[src/logic/adst_params.svh]
// register offsets, field positions, reset values and timing counts
`ifndef ADST_PARAMS_SVH
`define ADST_PARAMS_SVH
`define ADST_OFF_CTRL 8'h00
`define ADST_OFF_STATUS 8'h04
`define ADST_OFF_TRIM 8'h08
`define ADST_OFF_IRQEN 8'h0c
`define ADST_OFF_IRQST 8'h10
`define ADST_OFF_IRQMSK 8'h14
`define ADST_OFF_RESULT0 8'h20
`define ADST_CTRL_SEL_LSB 0
`define ADST_CTRL_BURST 16
`define ADST_CTRL_START_LSB 24
`define ADST_CTRL_EDGE 27
`define ADST_STAT_IRQ_BIT 16
`define ADST_TRIM_LSB 4
`define ADST_CTRL_RST 32'h0000_0000
`define ADST_TRIM_RST 4'h0
`define ADST_IRQEN_RST 8'hff
`define ADST_CONV_NS 1760
`define ADST_CLK_NS 40
`define ADST_CONV_CYC ((`ADST_CONV_NS + `ADST_CLK_NS - 1) / `ADST_CLK_NS)
`define ADST_RES_LSB 6
`define ADST_RES_OVR 30
`define ADST_RES_DONE 31
`endif

[src/logic/adst_pkg.sv]
// types shared by the converter status, trigger and request logic
package adst_pkg;
	typedef enum logic [1:0] {
		ADST_IDLE = 2'b00,
		ADST_CONV = 2'b01
	} adst_conv_t;
	typedef enum logic [2:0] {
		ADST_ST_NONE = 3'b000,
		ADST_ST_NOW = 3'b001,
		ADST_ST_PIN0 = 3'b010,
		ADST_ST_PIN1 = 3'b011,
		ADST_ST_MAT0 = 3'b100,
		ADST_ST_MAT1 = 3'b101,
		ADST_ST_MAT2 = 3'b110,
		ADST_ST_MAT3 = 3'b111
	} adst_start_t;
endpackage

[src/logic/adst_edge.sv]
// trigger source select and polarity-aware edge detector
`timescale 1ns/1ps
`default_nettype none
`include "adst_params.svh"
module adst_edge
	import adst_pkg::*;
(
	input wire logic aclk, // clock
	input wire logic aresetn, // sync reset, active low
	input wire logic ce, // clock enable
	input wire logic [2:0] start_sel, // start field
	input wire logic edge_pol, // polarity select bit
	input wire logic [1:0] trig_pin, // capture/match pins
	input wire logic [3:0] trig_match, // timer match signals
	output logic trig_pulse // one cycle per qualifying edge
);
	typedef struct packed {
		logic prev;
		logic armed;
	} adst_edge_st_t;
	adst_edge_st_t s_q, s_d;
	logic src;
	always_comb begin
		case (adst_start_t'(start_sel))
		ADST_ST_PIN0: src = trig_pin[0];
		ADST_ST_PIN1: src = trig_pin[1];
		ADST_ST_MAT0: src = trig_match[0];
		ADST_ST_MAT1: src = trig_match[1];
		ADST_ST_MAT2: src = trig_match[2];
		ADST_ST_MAT3: src = trig_match[3];
		default: src = 1'b0;
		endcase
	end
	always_comb begin
		s_d = s_q;
		// xor with polarity, rising edge of result fires
		s_d.prev = src ^ edge_pol;
		s_d.armed = (start_sel >= 3'h2);
	end
	// armed gate avoids a false edge right after a change from start field 000/001 to a trigger source
	assign trig_pulse = s_q.armed && (start_sel >= 3'h2) && !s_q.prev
		&& (src ^ edge_pol);
	always_ff @(posedge aclk) begin
		if (!aresetn) begin
			s_q <= '0;
		end else if (ce) begin
			s_q <= s_d;
		end
	end
	a_edge_one_cycle: assert property (@(posedge aclk) disable iff (!aresetn)
		ce && trig_pulse |=> !trig_pulse)
		else $error("trigger pulse longer than one cycle");
endmodule
`default_nettype wire

[src/logic/adst_top.sv]
// converter status, trigger, interrupt and dma request logic with axi slave
//==============================================================
// Function
// - status 7:0 mirror per-channel done flags
// - status 15:8 mirror per-channel overrun flags
// - status 16 is or of enabled done
// - status 31:17 zero, reset clears all
// - trim field 7:4, rw, resets zero
// - running conversion always finishes
// - starts during conversion are dropped, unqueued
// - burst off, start 010-111 uses trigger edge
// - triggers: four matches, two pins
// - edge detect on source xor bit 27
// - interrupt line high while an enabled done set
// - result read clears done and request
// - dma request equals interrupt request
// - done set when channel conversion ends
// - burst overwrite sets overrun, read clears
`timescale 1ns/1ps
`default_nettype none
`include "adst_params.svh"
module adst_top
	import adst_pkg::*;
#(
	parameter int NCH = 8,
	parameter int RES_W = 10,
	parameter int CONV_CYC = `ADST_CONV_CYC
) (
	input wire logic aclk, // clock, 25 mhz
	input wire logic aresetn, // sync reset, active low
	input wire logic ce, // clock enable
	input wire logic [7:0] s_axi_awaddr, // write address
	input wire logic s_axi_awvalid, // write address valid
	output logic s_axi_awready, // write address ready
	input wire logic [31:0] s_axi_wdata, // write data
	input wire logic [3:0] s_axi_wstrb, // write strobes
	input wire logic s_axi_wvalid, // write data valid
	output logic s_axi_wready, // write data ready
	output logic [1:0] s_axi_bresp, // write response
	output logic s_axi_bvalid, // write response valid
	input wire logic s_axi_bready, // write response ready
	input wire logic [7:0] s_axi_araddr, // read address
	input wire logic s_axi_arvalid, // read address valid
	output logic s_axi_arready, // read address ready
	output logic [31:0] s_axi_rdata, // read data
	output logic [1:0] s_axi_rresp, // read response
	output logic s_axi_rvalid, // read data valid
	input wire logic s_axi_rready, // read data ready
	input wire logic [1:0] trig_pin, // capture/match pins
	input wire logic [3:0] trig_match, // timer match signals
	input wire logic [RES_W-1:0] conv_value, // analog core result
	output logic [3:0] offset_trim_value, // trim to analog core
	output logic conv_busy, // conversion running
	output logic [2:0] conv_chan, // channel being converted
	output logic converter_irq, // interrupt request line
	output logic dma_req, // dma request line
	output logic irq // summary interrupt, status and mask
);
	localparam logic [31:0] CONV_LAST = 32'(CONV_CYC - 1);
	typedef struct packed {
		logic [31:0] ctrl;
		logic [3:0] trim;
		logic [7:0] irqen;
		logic [7:0] done;
		logic [7:0] ovr;
		logic [7:0][RES_W-1:0] res;
		logic [1:0] irqst;
		logic [1:0] irqmsk;
		adst_conv_t st;
		logic [31:0] cnt;
		logic [2:0] chan;
		logic aw_got;
		logic w_got;
		logic [7:0] awaddr;
		logic [31:0] wdata;
		logic [3:0] wstrb;
		logic bvalid;
		logic rvalid;
		logic [31:0] rdata;
		logic [1:0] rresp;
		logic [1:0] bresp;
	} adst_top_st_t;
	adst_top_st_t s_q, s_d;
	logic trig_pulse;
	logic [31:0] status_word;
	logic conv_end;
	logic wr_fire;
	logic rd_fire;
	logic sw_start;
	logic [7:0] rd_clr;
	logic [1:0] ev;
	function automatic logic [31:0] strb_merge(input logic [31:0] old,
		input logic [31:0] nw, input logic [3:0] strb);
		logic [31:0] r;
		r = old;
		for (int i = 0; i < 4; i++) begin
			if (strb[i]) begin
				r[i*8 +: 8] = nw[i*8 +: 8];
			end
		end
		return r;
	endfunction
	function automatic logic is_result(input logic [7:0] a);
		return (a >= `ADST_OFF_RESULT0) && (a < `ADST_OFF_RESULT0 + 8'h20);
	endfunction
	//==============================================================
	// trigger
	adst_edge u_edge (
		.aclk(aclk),
		.aresetn(aresetn),
		.ce(ce),
		.start_sel(s_q.ctrl[`ADST_CTRL_START_LSB +: 3]),
		.edge_pol(s_q.ctrl[`ADST_CTRL_EDGE]),
		.trig_pin(trig_pin),
		.trig_match(trig_match),
		.trig_pulse(trig_pulse)
	);
	//==============================================================
	// status and requests
	always_comb begin
		status_word = '0;
		status_word[7:0] = s_q.done;
		status_word[15:8] = s_q.ovr;
		status_word[`ADST_STAT_IRQ_BIT] = |(s_q.done & s_q.irqen);
	end
	// same line feeds both controllers
	assign converter_irq = status_word[`ADST_STAT_IRQ_BIT];
	assign dma_req = converter_irq;
	assign irq = |(s_q.irqst & s_q.irqmsk);
	assign offset_trim_value = s_q.trim;
	assign conv_busy = (s_q.st == ADST_CONV);
	assign conv_chan = s_q.chan;
	assign conv_end = (s_q.st == ADST_CONV) && (s_q.cnt == CONV_LAST);
	//==============================================================
	// axi handshakes
	// a frozen slave must not complete a handshake it cannot record
	assign s_axi_awready = ce && !s_q.aw_got && !s_q.bvalid;
	assign s_axi_wready = ce && !s_q.w_got && !s_q.bvalid;
	assign s_axi_arready = ce && !s_q.rvalid;
	assign s_axi_bvalid = ce && s_q.bvalid;
	assign s_axi_bresp = s_q.bresp;
	assign s_axi_rvalid = ce && s_q.rvalid;
	assign s_axi_rdata = s_q.rdata;
	assign s_axi_rresp = s_q.rresp;
	assign rd_fire = s_axi_arvalid && s_axi_arready;
	always_comb begin
		logic aw_ok;
		logic w_ok;
		logic [7:0] a;
		logic [31:0] wd;
		logic [3:0] ws;
		logic [2:0] ci;
		logic [31:0] nctrl;
		aw_ok = s_q.aw_got || (s_axi_awvalid && s_axi_awready);
		w_ok = s_q.w_got || (s_axi_wvalid && s_axi_wready);
		a = s_q.aw_got ? s_q.awaddr : s_axi_awaddr;
		wd = s_q.w_got ? s_q.wdata : s_axi_wdata;
		ws = s_q.w_got ? s_q.wstrb : s_axi_wstrb;
		ci = 3'(s_axi_araddr[4:2]);
		nctrl = s_q.ctrl;
		s_d = s_q;
		wr_fire = aw_ok && w_ok;
		sw_start = 1'b0;
		rd_clr = '0;
		ev = '0;
		if (s_axi_awvalid && s_axi_awready) begin
			s_d.aw_got = 1'b1;
			s_d.awaddr = s_axi_awaddr;
		end
		if (s_axi_wvalid && s_axi_wready) begin
			s_d.w_got = 1'b1;
			s_d.wdata = s_axi_wdata;
			s_d.wstrb = s_axi_wstrb;
		end
		if (s_q.bvalid && s_axi_bready) begin
			s_d.bvalid = 1'b0;
		end
		if (wr_fire) begin
			s_d.aw_got = 1'b0;
			s_d.w_got = 1'b0;
			s_d.bvalid = 1'b1;
			s_d.bresp = 2'b00;
			case ({a[7:2], 2'b00})
			`ADST_OFF_CTRL: begin
				nctrl = strb_merge(s_q.ctrl, wd, ws);
				s_d.ctrl = nctrl;
				sw_start = !nctrl[`ADST_CTRL_BURST]
					&& (nctrl[`ADST_CTRL_START_LSB +: 3] == 3'h1);
				// start field self-clears so a later write is a new request
				if (sw_start) begin
					s_d.ctrl[`ADST_CTRL_START_LSB +: 3] = 3'h0;
				end
			end
			`ADST_OFF_STATUS: ; // read only, writes dropped
			`ADST_OFF_TRIM: begin
				if (ws[0]) begin
					s_d.trim = wd[`ADST_TRIM_LSB +: 4];
				end
			end
			`ADST_OFF_IRQEN: begin
				if (ws[0]) begin
					s_d.irqen = wd[7:0];
				end
			end
			`ADST_OFF_IRQST: ;
			`ADST_OFF_IRQMSK: begin
				if (ws[0]) begin
					s_d.irqmsk = wd[1:0];
				end
			end
			default: begin
				if (!is_result({a[7:2], 2'b00})) begin
					s_d.bresp = 2'b10;
				end
			end
			endcase
		end
		if (s_q.rvalid && s_axi_rready) begin
			s_d.rvalid = 1'b0;
		end
		if (rd_fire) begin
			s_d.rvalid = 1'b1;
			s_d.rresp = 2'b00;
			s_d.rdata = '0;
			case ({s_axi_araddr[7:2], 2'b00})
			`ADST_OFF_CTRL: s_d.rdata = s_q.ctrl;
			`ADST_OFF_STATUS: s_d.rdata = status_word; // no clear
			`ADST_OFF_TRIM: s_d.rdata[`ADST_TRIM_LSB +: 4] = s_q.trim;
			`ADST_OFF_IRQEN: s_d.rdata[7:0] = s_q.irqen;
			`ADST_OFF_IRQST: s_d.rdata[1:0] = s_q.irqst;
			`ADST_OFF_IRQMSK: s_d.rdata[1:0] = s_q.irqmsk;
			default: begin
				if (is_result({s_axi_araddr[7:2], 2'b00})) begin
					s_d.rdata[`ADST_RES_LSB +: RES_W] = s_q.res[ci];
					s_d.rdata[`ADST_RES_OVR] = s_q.ovr[ci];
					s_d.rdata[`ADST_RES_DONE] = s_q.done[ci];
					rd_clr[ci] = 1'b1;
				end else begin
					s_d.rresp = 2'b10;
				end
			end
			endcase
		end
		s_d.done = s_q.done & ~rd_clr;
		s_d.ovr = s_q.ovr & ~rd_clr;
		// read of the event status clears it; a new event in that cycle wins
		if (rd_fire && ({s_axi_araddr[7:2], 2'b00} == `ADST_OFF_IRQST)) begin
			s_d.irqst = '0;
		end
		//==============================================================
		// conversion engine
		case (s_q.st)
		ADST_IDLE: begin
			s_d.cnt = '0;
			if (s_q.ctrl[`ADST_CTRL_BURST] && (s_q.ctrl[7:0] != 8'h00)) begin
				s_d.st = ADST_CONV;
			end else if (sw_start || (trig_pulse
				&& !s_q.ctrl[`ADST_CTRL_BURST])) begin
				s_d.st = ADST_CONV;
			end
		end
		ADST_CONV: begin
			// triggers here are not stored anywhere
			s_d.cnt = s_q.cnt + 32'h1;
			if (conv_end) begin
				s_d.st = ADST_IDLE;
				s_d.cnt = '0;
				s_d.res[s_q.chan] = conv_value;
				s_d.done[s_q.chan] = 1'b1;
				// a read clear in the same cycle keeps overrun from setting; done still sets
				if (s_q.ctrl[`ADST_CTRL_BURST] && s_q.done[s_q.chan]
					&& !rd_clr[s_q.chan]) begin
					s_d.ovr[s_q.chan] = 1'b1;
				end
				ev[0] = 1'b1;
				if (s_q.ctrl[`ADST_CTRL_BURST] && s_q.done[s_q.chan]
					&& !rd_clr[s_q.chan]) begin
					ev[1] = 1'b1;
				end
			end
		end
		default: s_d.st = ADST_IDLE;
		endcase
		// pick next enabled channel when idle
		// enables come from the write in flight, so a start that also
		// changes the enables converts a channel it has just enabled
		if (s_q.st == ADST_IDLE && s_d.st == ADST_CONV) begin
			s_d.chan = s_q.chan;
			for (int k = 7; k >= 0; k--) begin
				if (nctrl[3'(s_q.chan + 3'(k) + 3'h1)]) begin
					s_d.chan = 3'(s_q.chan + 3'(k) + 3'h1);
				end
			end
		end
		s_d.irqst = s_d.irqst | ev;
	end
	always_ff @(posedge aclk) begin
		if (!aresetn) begin
			s_q <= '0;
			s_q.ctrl <= `ADST_CTRL_RST;
			s_q.trim <= `ADST_TRIM_RST;
			s_q.irqen <= `ADST_IRQEN_RST;
			s_q.st <= ADST_IDLE;
		end else if (ce) begin
			s_q <= s_d;
		end
	end
	//==============================================================
	// checks
	a_status_mirror: assert property (@(posedge aclk) disable iff (!aresetn)
		s_axi_rvalid && $past(rd_fire && s_axi_araddr[7:2] == 6'h1 && ce)
		|-> s_axi_rdata[31:17] == 15'h0)
		else $error("status reserved bits not zero");
	a_irq_flag_or: assert property (@(posedge aclk) disable iff (!aresetn)
		converter_irq == |(s_q.done & s_q.irqen))
		else $error("interrupt flag wrong");
	a_dma_same: assert property (@(posedge aclk) disable iff (!aresetn)
		dma_req == converter_irq)
		else $error("dma request differs from interrupt");
	a_conv_run_full: assert property (@(posedge aclk) disable iff (!aresetn)
		$fell(conv_busy) |-> $past(conv_end && ce))
		else $error("conversion aborted early");
	a_done_on_end: assert property (@(posedge aclk) disable iff (!aresetn)
		ce && conv_end |=> s_q.done[$past(s_q.chan)])
		else $error("done not set at conversion end");
	a_busy_ignores: assert property (@(posedge aclk) disable iff (!aresetn)
		ce && conv_busy && !conv_end |=> conv_busy
		&& conv_chan == $past(conv_chan))
		else $error("start accepted while busy");
	a_read_clears: assert property (@(posedge aclk) disable iff (!aresetn)
		ce && |rd_clr && !conv_end |=> (s_q.done & $past(rd_clr)) == 8'h0)
		else $error("result read did not clear done");
	a_trim_keep: assert property (@(posedge aclk) disable iff (!aresetn)
		ce && !wr_fire |=> offset_trim_value == $past(offset_trim_value))
		else $error("trim changed without write");
	a_stat_nowr: assert property (@(posedge aclk) disable iff (!aresetn)
		ce && !conv_end && rd_clr == 8'h0 |=> s_q.done == $past(s_q.done))
		else $error("done changed without cause");
	c_hw_trig: cover property (@(posedge aclk) trig_pulse && !conv_busy);
	c_overrun: cover property (@(posedge aclk) |s_q.ovr);
	c_irq: cover property (@(posedge aclk) irq);
endmodule
`default_nettype wire
[config.mk]
export PLATFORM = sky130hd
export DESIGN_NAME = adst_top
export DESIGN_NICKNAME = d
export VERILOG_FILES = /design/src/logic/adst_pkg.sv /design/src/logic/adst_edge.sv /design/src/logic/adst_top.sv
export VERILOG_INCLUDE_DIRS = /design/src /design/src/logic
export SDC_FILE = /design/constraint.sdc
export NUM_CORES = 1
export LEC_CHECK = 0
export BUFFER_PORTS_ARGS = -buffer_cell sky130_fd_sc_hd__buf_4
export CAP_MARGIN = 0
export CORE_MARGIN = 2
export CORE_UTILIZATION = 45
export CTS_BUF_LIST = sky130_fd_sc_hd__clkbuf_8
export DETAILED_ROUTE_END_ITERATION = 10
export PLACE_DENSITY_LB_ADDON = 0.2
export SLEW_MARGIN = 0
export SYNTH_ARGS = -nofsm -noshare
export SYNTH_HDL_FRONTEND = slang
export SYNTH_SLANG_ARGS = --single-unit
[constraint.sdc]
create_clock -name aclk -period 4.9 [get_ports aclk]
set_input_delay 0.245 -clock aclk [delete_from_list [all_inputs] [get_ports aclk]]
set_output_delay 0.245 -clock aclk [all_outputs]
set_load 0.005 [all_outputs]
==> impl_metrics.toml <==
[timing]
slew_headroom_pct = 32.3
clock.fmax_mhz = 252
rsz0062_at_grt = "no"
min_period_over_period_pct = 80.8
min_period_ns = 3.96
tightest_slew_ns = 1.01
clock-skew-final_ns = 0.0138
slew_viol_final = 0
setup_viol_count_final = 0
finalSetupTns_ns = 0
finalHoldViolCount = 0
hold_slack_ns = 0.0305

[global_routing]
grt_pass1_vias = 10363
antenna_found_initial = 1
track_usage_pct = 22.6
use_met1_pct = 31.4
grt_use_met2_pct = 36.1
grt_busiest_layer = "met2"
grt_pass1_wl_um = 55900
gr-usage-met3_pct = 3.29
grt_max_degree = 123
grt_overflow = 0

[cts]
numCtsBuffers = 47
cts.path.max_buffers = 3
clk_latency_ns = 0.57
cts_sinks = 263
cts_setup_buffers = 0
cts_root_buf = "clkbuf_8"
cts_tree = "done"
htree_levels = 2
cts_resized = 0
clk_pin_slew_ns = 0.06
hold_buffers = 56

[worst_setup_path]
cp_data_arrival_time_ns = 4.44
setup.worst_path.class = "register to register"
crit_start = "s_q[82]$_SDFFE_PN0P_"
worst-path-max-fanout = 35
end_kind = "register"
crit_path_start_kind = "register"
timing.rr.start = "s_q[82]$_SDFFE_PN0P_"
rrSetupSlack_ns = 0.94
r2r-end = "s_q[247]$_SDFFE_PN0P_"
r2r_cells = 9
worst_ep_required_time_ns = 5.38

[placement]
place_congestion = 0.862
numPortBuffers = 121
hpwl_um = 22900

[hold_path]
hold_path_class = "input port to register"
holdPathStages = 3
min_from = "s_axi_araddr[5]"
holdPathEnd = "s_axi_rresp[1]$_SDFFE_PN0P_"

[synth]
synth_seq_cells = 263
yosys_warnings = 0
ys_types = 63
synth_ff_type = "dfxtp_1"
syn_area_sq_um = 13100
synth_top_cell_area_share_pct = 40.2
yosysSeqAreaShare_pct = 40.2
syn_area_per_cell_sq_um = 8.79
synthArstFlopShare_pct = 0
netlist_top_cells_area = "dfxtp_1, mux2i_1, mux4_2, nand2_1, nor2_1"
synth.largest_area_cell = "dfxtp_1"
synth_cells = 1490
synth_edf_count = 0

[cells_and_area]
drive_above_1_share_pct = 17.2
final_nets = 1659
diodes = 0
syn_to_final_growth_pct = 16.5

[detailed_routing]
drtAntennaViolNets = 0
firstDrtPassIters = 5
vias_per_cell = 5.61
wl_um = 35300
post_drt_wl_per_cell_um = 17.8
route.detailed.drc = 0
drt_iter0_drc = 841
route.vias.total = 11140

[run]
maxCapViolCount = 0

[power_and_ir_drop]
pwr_density_cell_nw_per_um2 = 294
p_leak_nw = 5.88
vdd_drop_max_mv = 0.177

[floorplan]
coreArea_sq_um = 28700
die_h_um = 175
io_pins = 128
die_area_sq_um = 30500
die_x_um = 175
rows = 62
initial_core_util_pct = 45.6

[outcome]
status = "complete, no violations"
registers in the layout (all words and copies together) (netlist names):
name	cells
s_axi_rresp	1
s_axi_rdata	32
conv_chan	3
offset_trim_value	4
s_axi_bresp	1
u_edge.s_q	2
s_q	220
stage by stage:
step	setup WS (ns)	area (sq um)	util [%]	cells	power, mW
after floorplan	1.60	13100	-	1491	2.46
after global placement	1.09	13800	48.2	1854	2.57
after detailed placement	0.993	13800	48.2	1854	2.57
after CTS	0.965	15300	53.2	1987	4.55
after global routing	0.538	15300	53.2	1987	4.67
final	0.939	15300	53.2	1987	4.49
layout by cell type (no fill, tap or decap), types with 3 or more instances in the layout:
| cell type | netlist | final |
|---|---|---|
| a211o_1 | 3 | 3 |
| a211oi_1 | 25 | 25 |
| a21oi_1 | 134 | 134 |
| a221oi_1 | 3 | 3 |
| a22o_1 | 5 | 5 |
| a22oi_1 | 15 | 15 |
| a311oi_1 | 3 | 3 |
| a31oi_1 | 7 | 7 |
| and2_1 | 13 | 13 |
| and3_1 | 14 | 14 |
| and3b_1 | 4 | 4 |
| buf_4 | 44 | 135 |
| clkbuf_8 | 0 | 56 |
| clkinv_2 | 0 | 4 |
| dfxtp_1 | 263 | 262 |
| dlygate4sd3_1 | 0 | 56 |
| ha_1 | 8 | 8 |
| inv_1 | 14 | 28 |
| mux2_2 | 18 | 18 |
| mux2i_1 | 125 | 125 |
| mux4_2 | 46 | 46 |
| nand2_1 | 191 | 191 |
| nand2b_1 | 10 | 10 |
| nand3_1 | 81 | 81 |
| nand4_1 | 8 | 8 |
| nor2_1 | 182 | 182 |
| nor2b_1 | 7 | 7 |
| nor3_1 | 13 | 13 |
| nor4_1 | 12 | 12 |
| nor4b_1 | 3 | 3 |
| o21a_1 | 6 | 6 |
| o21ai_0 | 41 | 40 |
| o221ai_1 | 8 | 8 |
| o22ai_1 | 3 | 3 |
| or2_2 | 4 | 4 |
| or3_1 | 9 | 9 |
| xnor2_1 | 12 | 12 |
| xor2_1 | 16 | 16 |
area by class of cell:
class                      instances  area (sq um)
fill                            2747         13400
multi-input combinational       1055          6990
sequential                       263          5270
timing repair buffer             191          1570
clock buffer                      56           771
tap                              384           480
clock inverter                    21           105
inverter                          17          68.8
where the power goes:
group	switching, mW	internal (mW)	total, mW
logic	0.206	0.167	0.373
registers	0.0207	2.17	2.19
clock network	0.903	1.03	1.93
total	1.13	3.36	4.49
worst max-delay path, stage by stage (launching register included):
cell	delay [ns]
dfxtp_2	0.48
buf_4	0.51
o22ai_1	0.13
a21oi_1	0.26
nor4b_2	0.25
buf_4	0.26
nand2_1	0.61
nor2_1	1.00
nor2_1	0.09
a211oi_1	0.22
layer usage:
| metal | vias to the layer above | wire length [um] |
|---|---|---|
| met5 | - | 0 |
| met4 | 0 | 996 |
| met3 | 69 | 1890 |
| met2 | 341 | 16400 |
| met1 | 5354 | 16000 |
| li1 | 5376 | - |
synthesized netlist by cell type (9+ instances only):
| cell type | n |
|---|---|
| xnor2_1 | 12 |
| mux4_2 | 46 |
| nand2_1 | 191 |
| nand2b_1 | 10 |
| xor2_1 | 16 |
| a21oi_1 | 134 |
| clkbuf_1 | 96 |
| dfxtp_1 | 263 |
| a211oi_1 | 25 |
| buf_4 | 44 |
| inv_1 | 14 |
| nand3_1 | 81 |
| buf_1 | 11 |
| nor4_1 | 12 |
| nor3_1 | 13 |
| mux2_2 | 18 |
| or3_1 | 9 |
| o21ai_0 | 41 |
| nor2_1 | 182 |
| and2_1 | 13 |
| and3_1 | 14 |
| a22oi_1 | 15 |
| mux2i_1 | 125 |
worst max path at each step:
stage                                 to  slack (ns)  depth (start not counted)
5_1_grt            s_q[243]$_SDFFE_PN0P_        0.54                          9
3_3_place_gp       s_q[244]$_SDFFE_PN0P_        1.09                          9
4_1_cts            s_q[247]$_SDFFE_PN0P_        0.97                          9
2_1_floorplan  conv_chan[2]$_SDFFE_PN0P_        1.60                         11
6_report           s_q[247]$_SDFFE_PN0P_        0.94                          9
3_5_place_dp       s_q[247]$_SDFFE_PN0P_        0.99                          9
cells by family (layout without fill, tap and decap cells):
| logic type | Yosys count | in the layout | share of synthesized area (%) |
|---|---|---|---|
| AND/OR/NAND/NOR | 559 | 559 | 19.0 |
| AO/OA/AOI/OAI | 266 | 266 | 12.2 |
| flip-flops | 263 | 263 | 40.2 |
| multiplexers | 192 | 192 | 19.4 |
| buffers and inverters | 173 | 285 | 6.48 |
| XOR/XNOR | 28 | 28 | 1.87 |
| adder cells (fa/ha/maj) | 8 | 8 | 0.764 |
| other | 1 | 2 | 0.0286 |
Power figures use the tool's default switching activity.
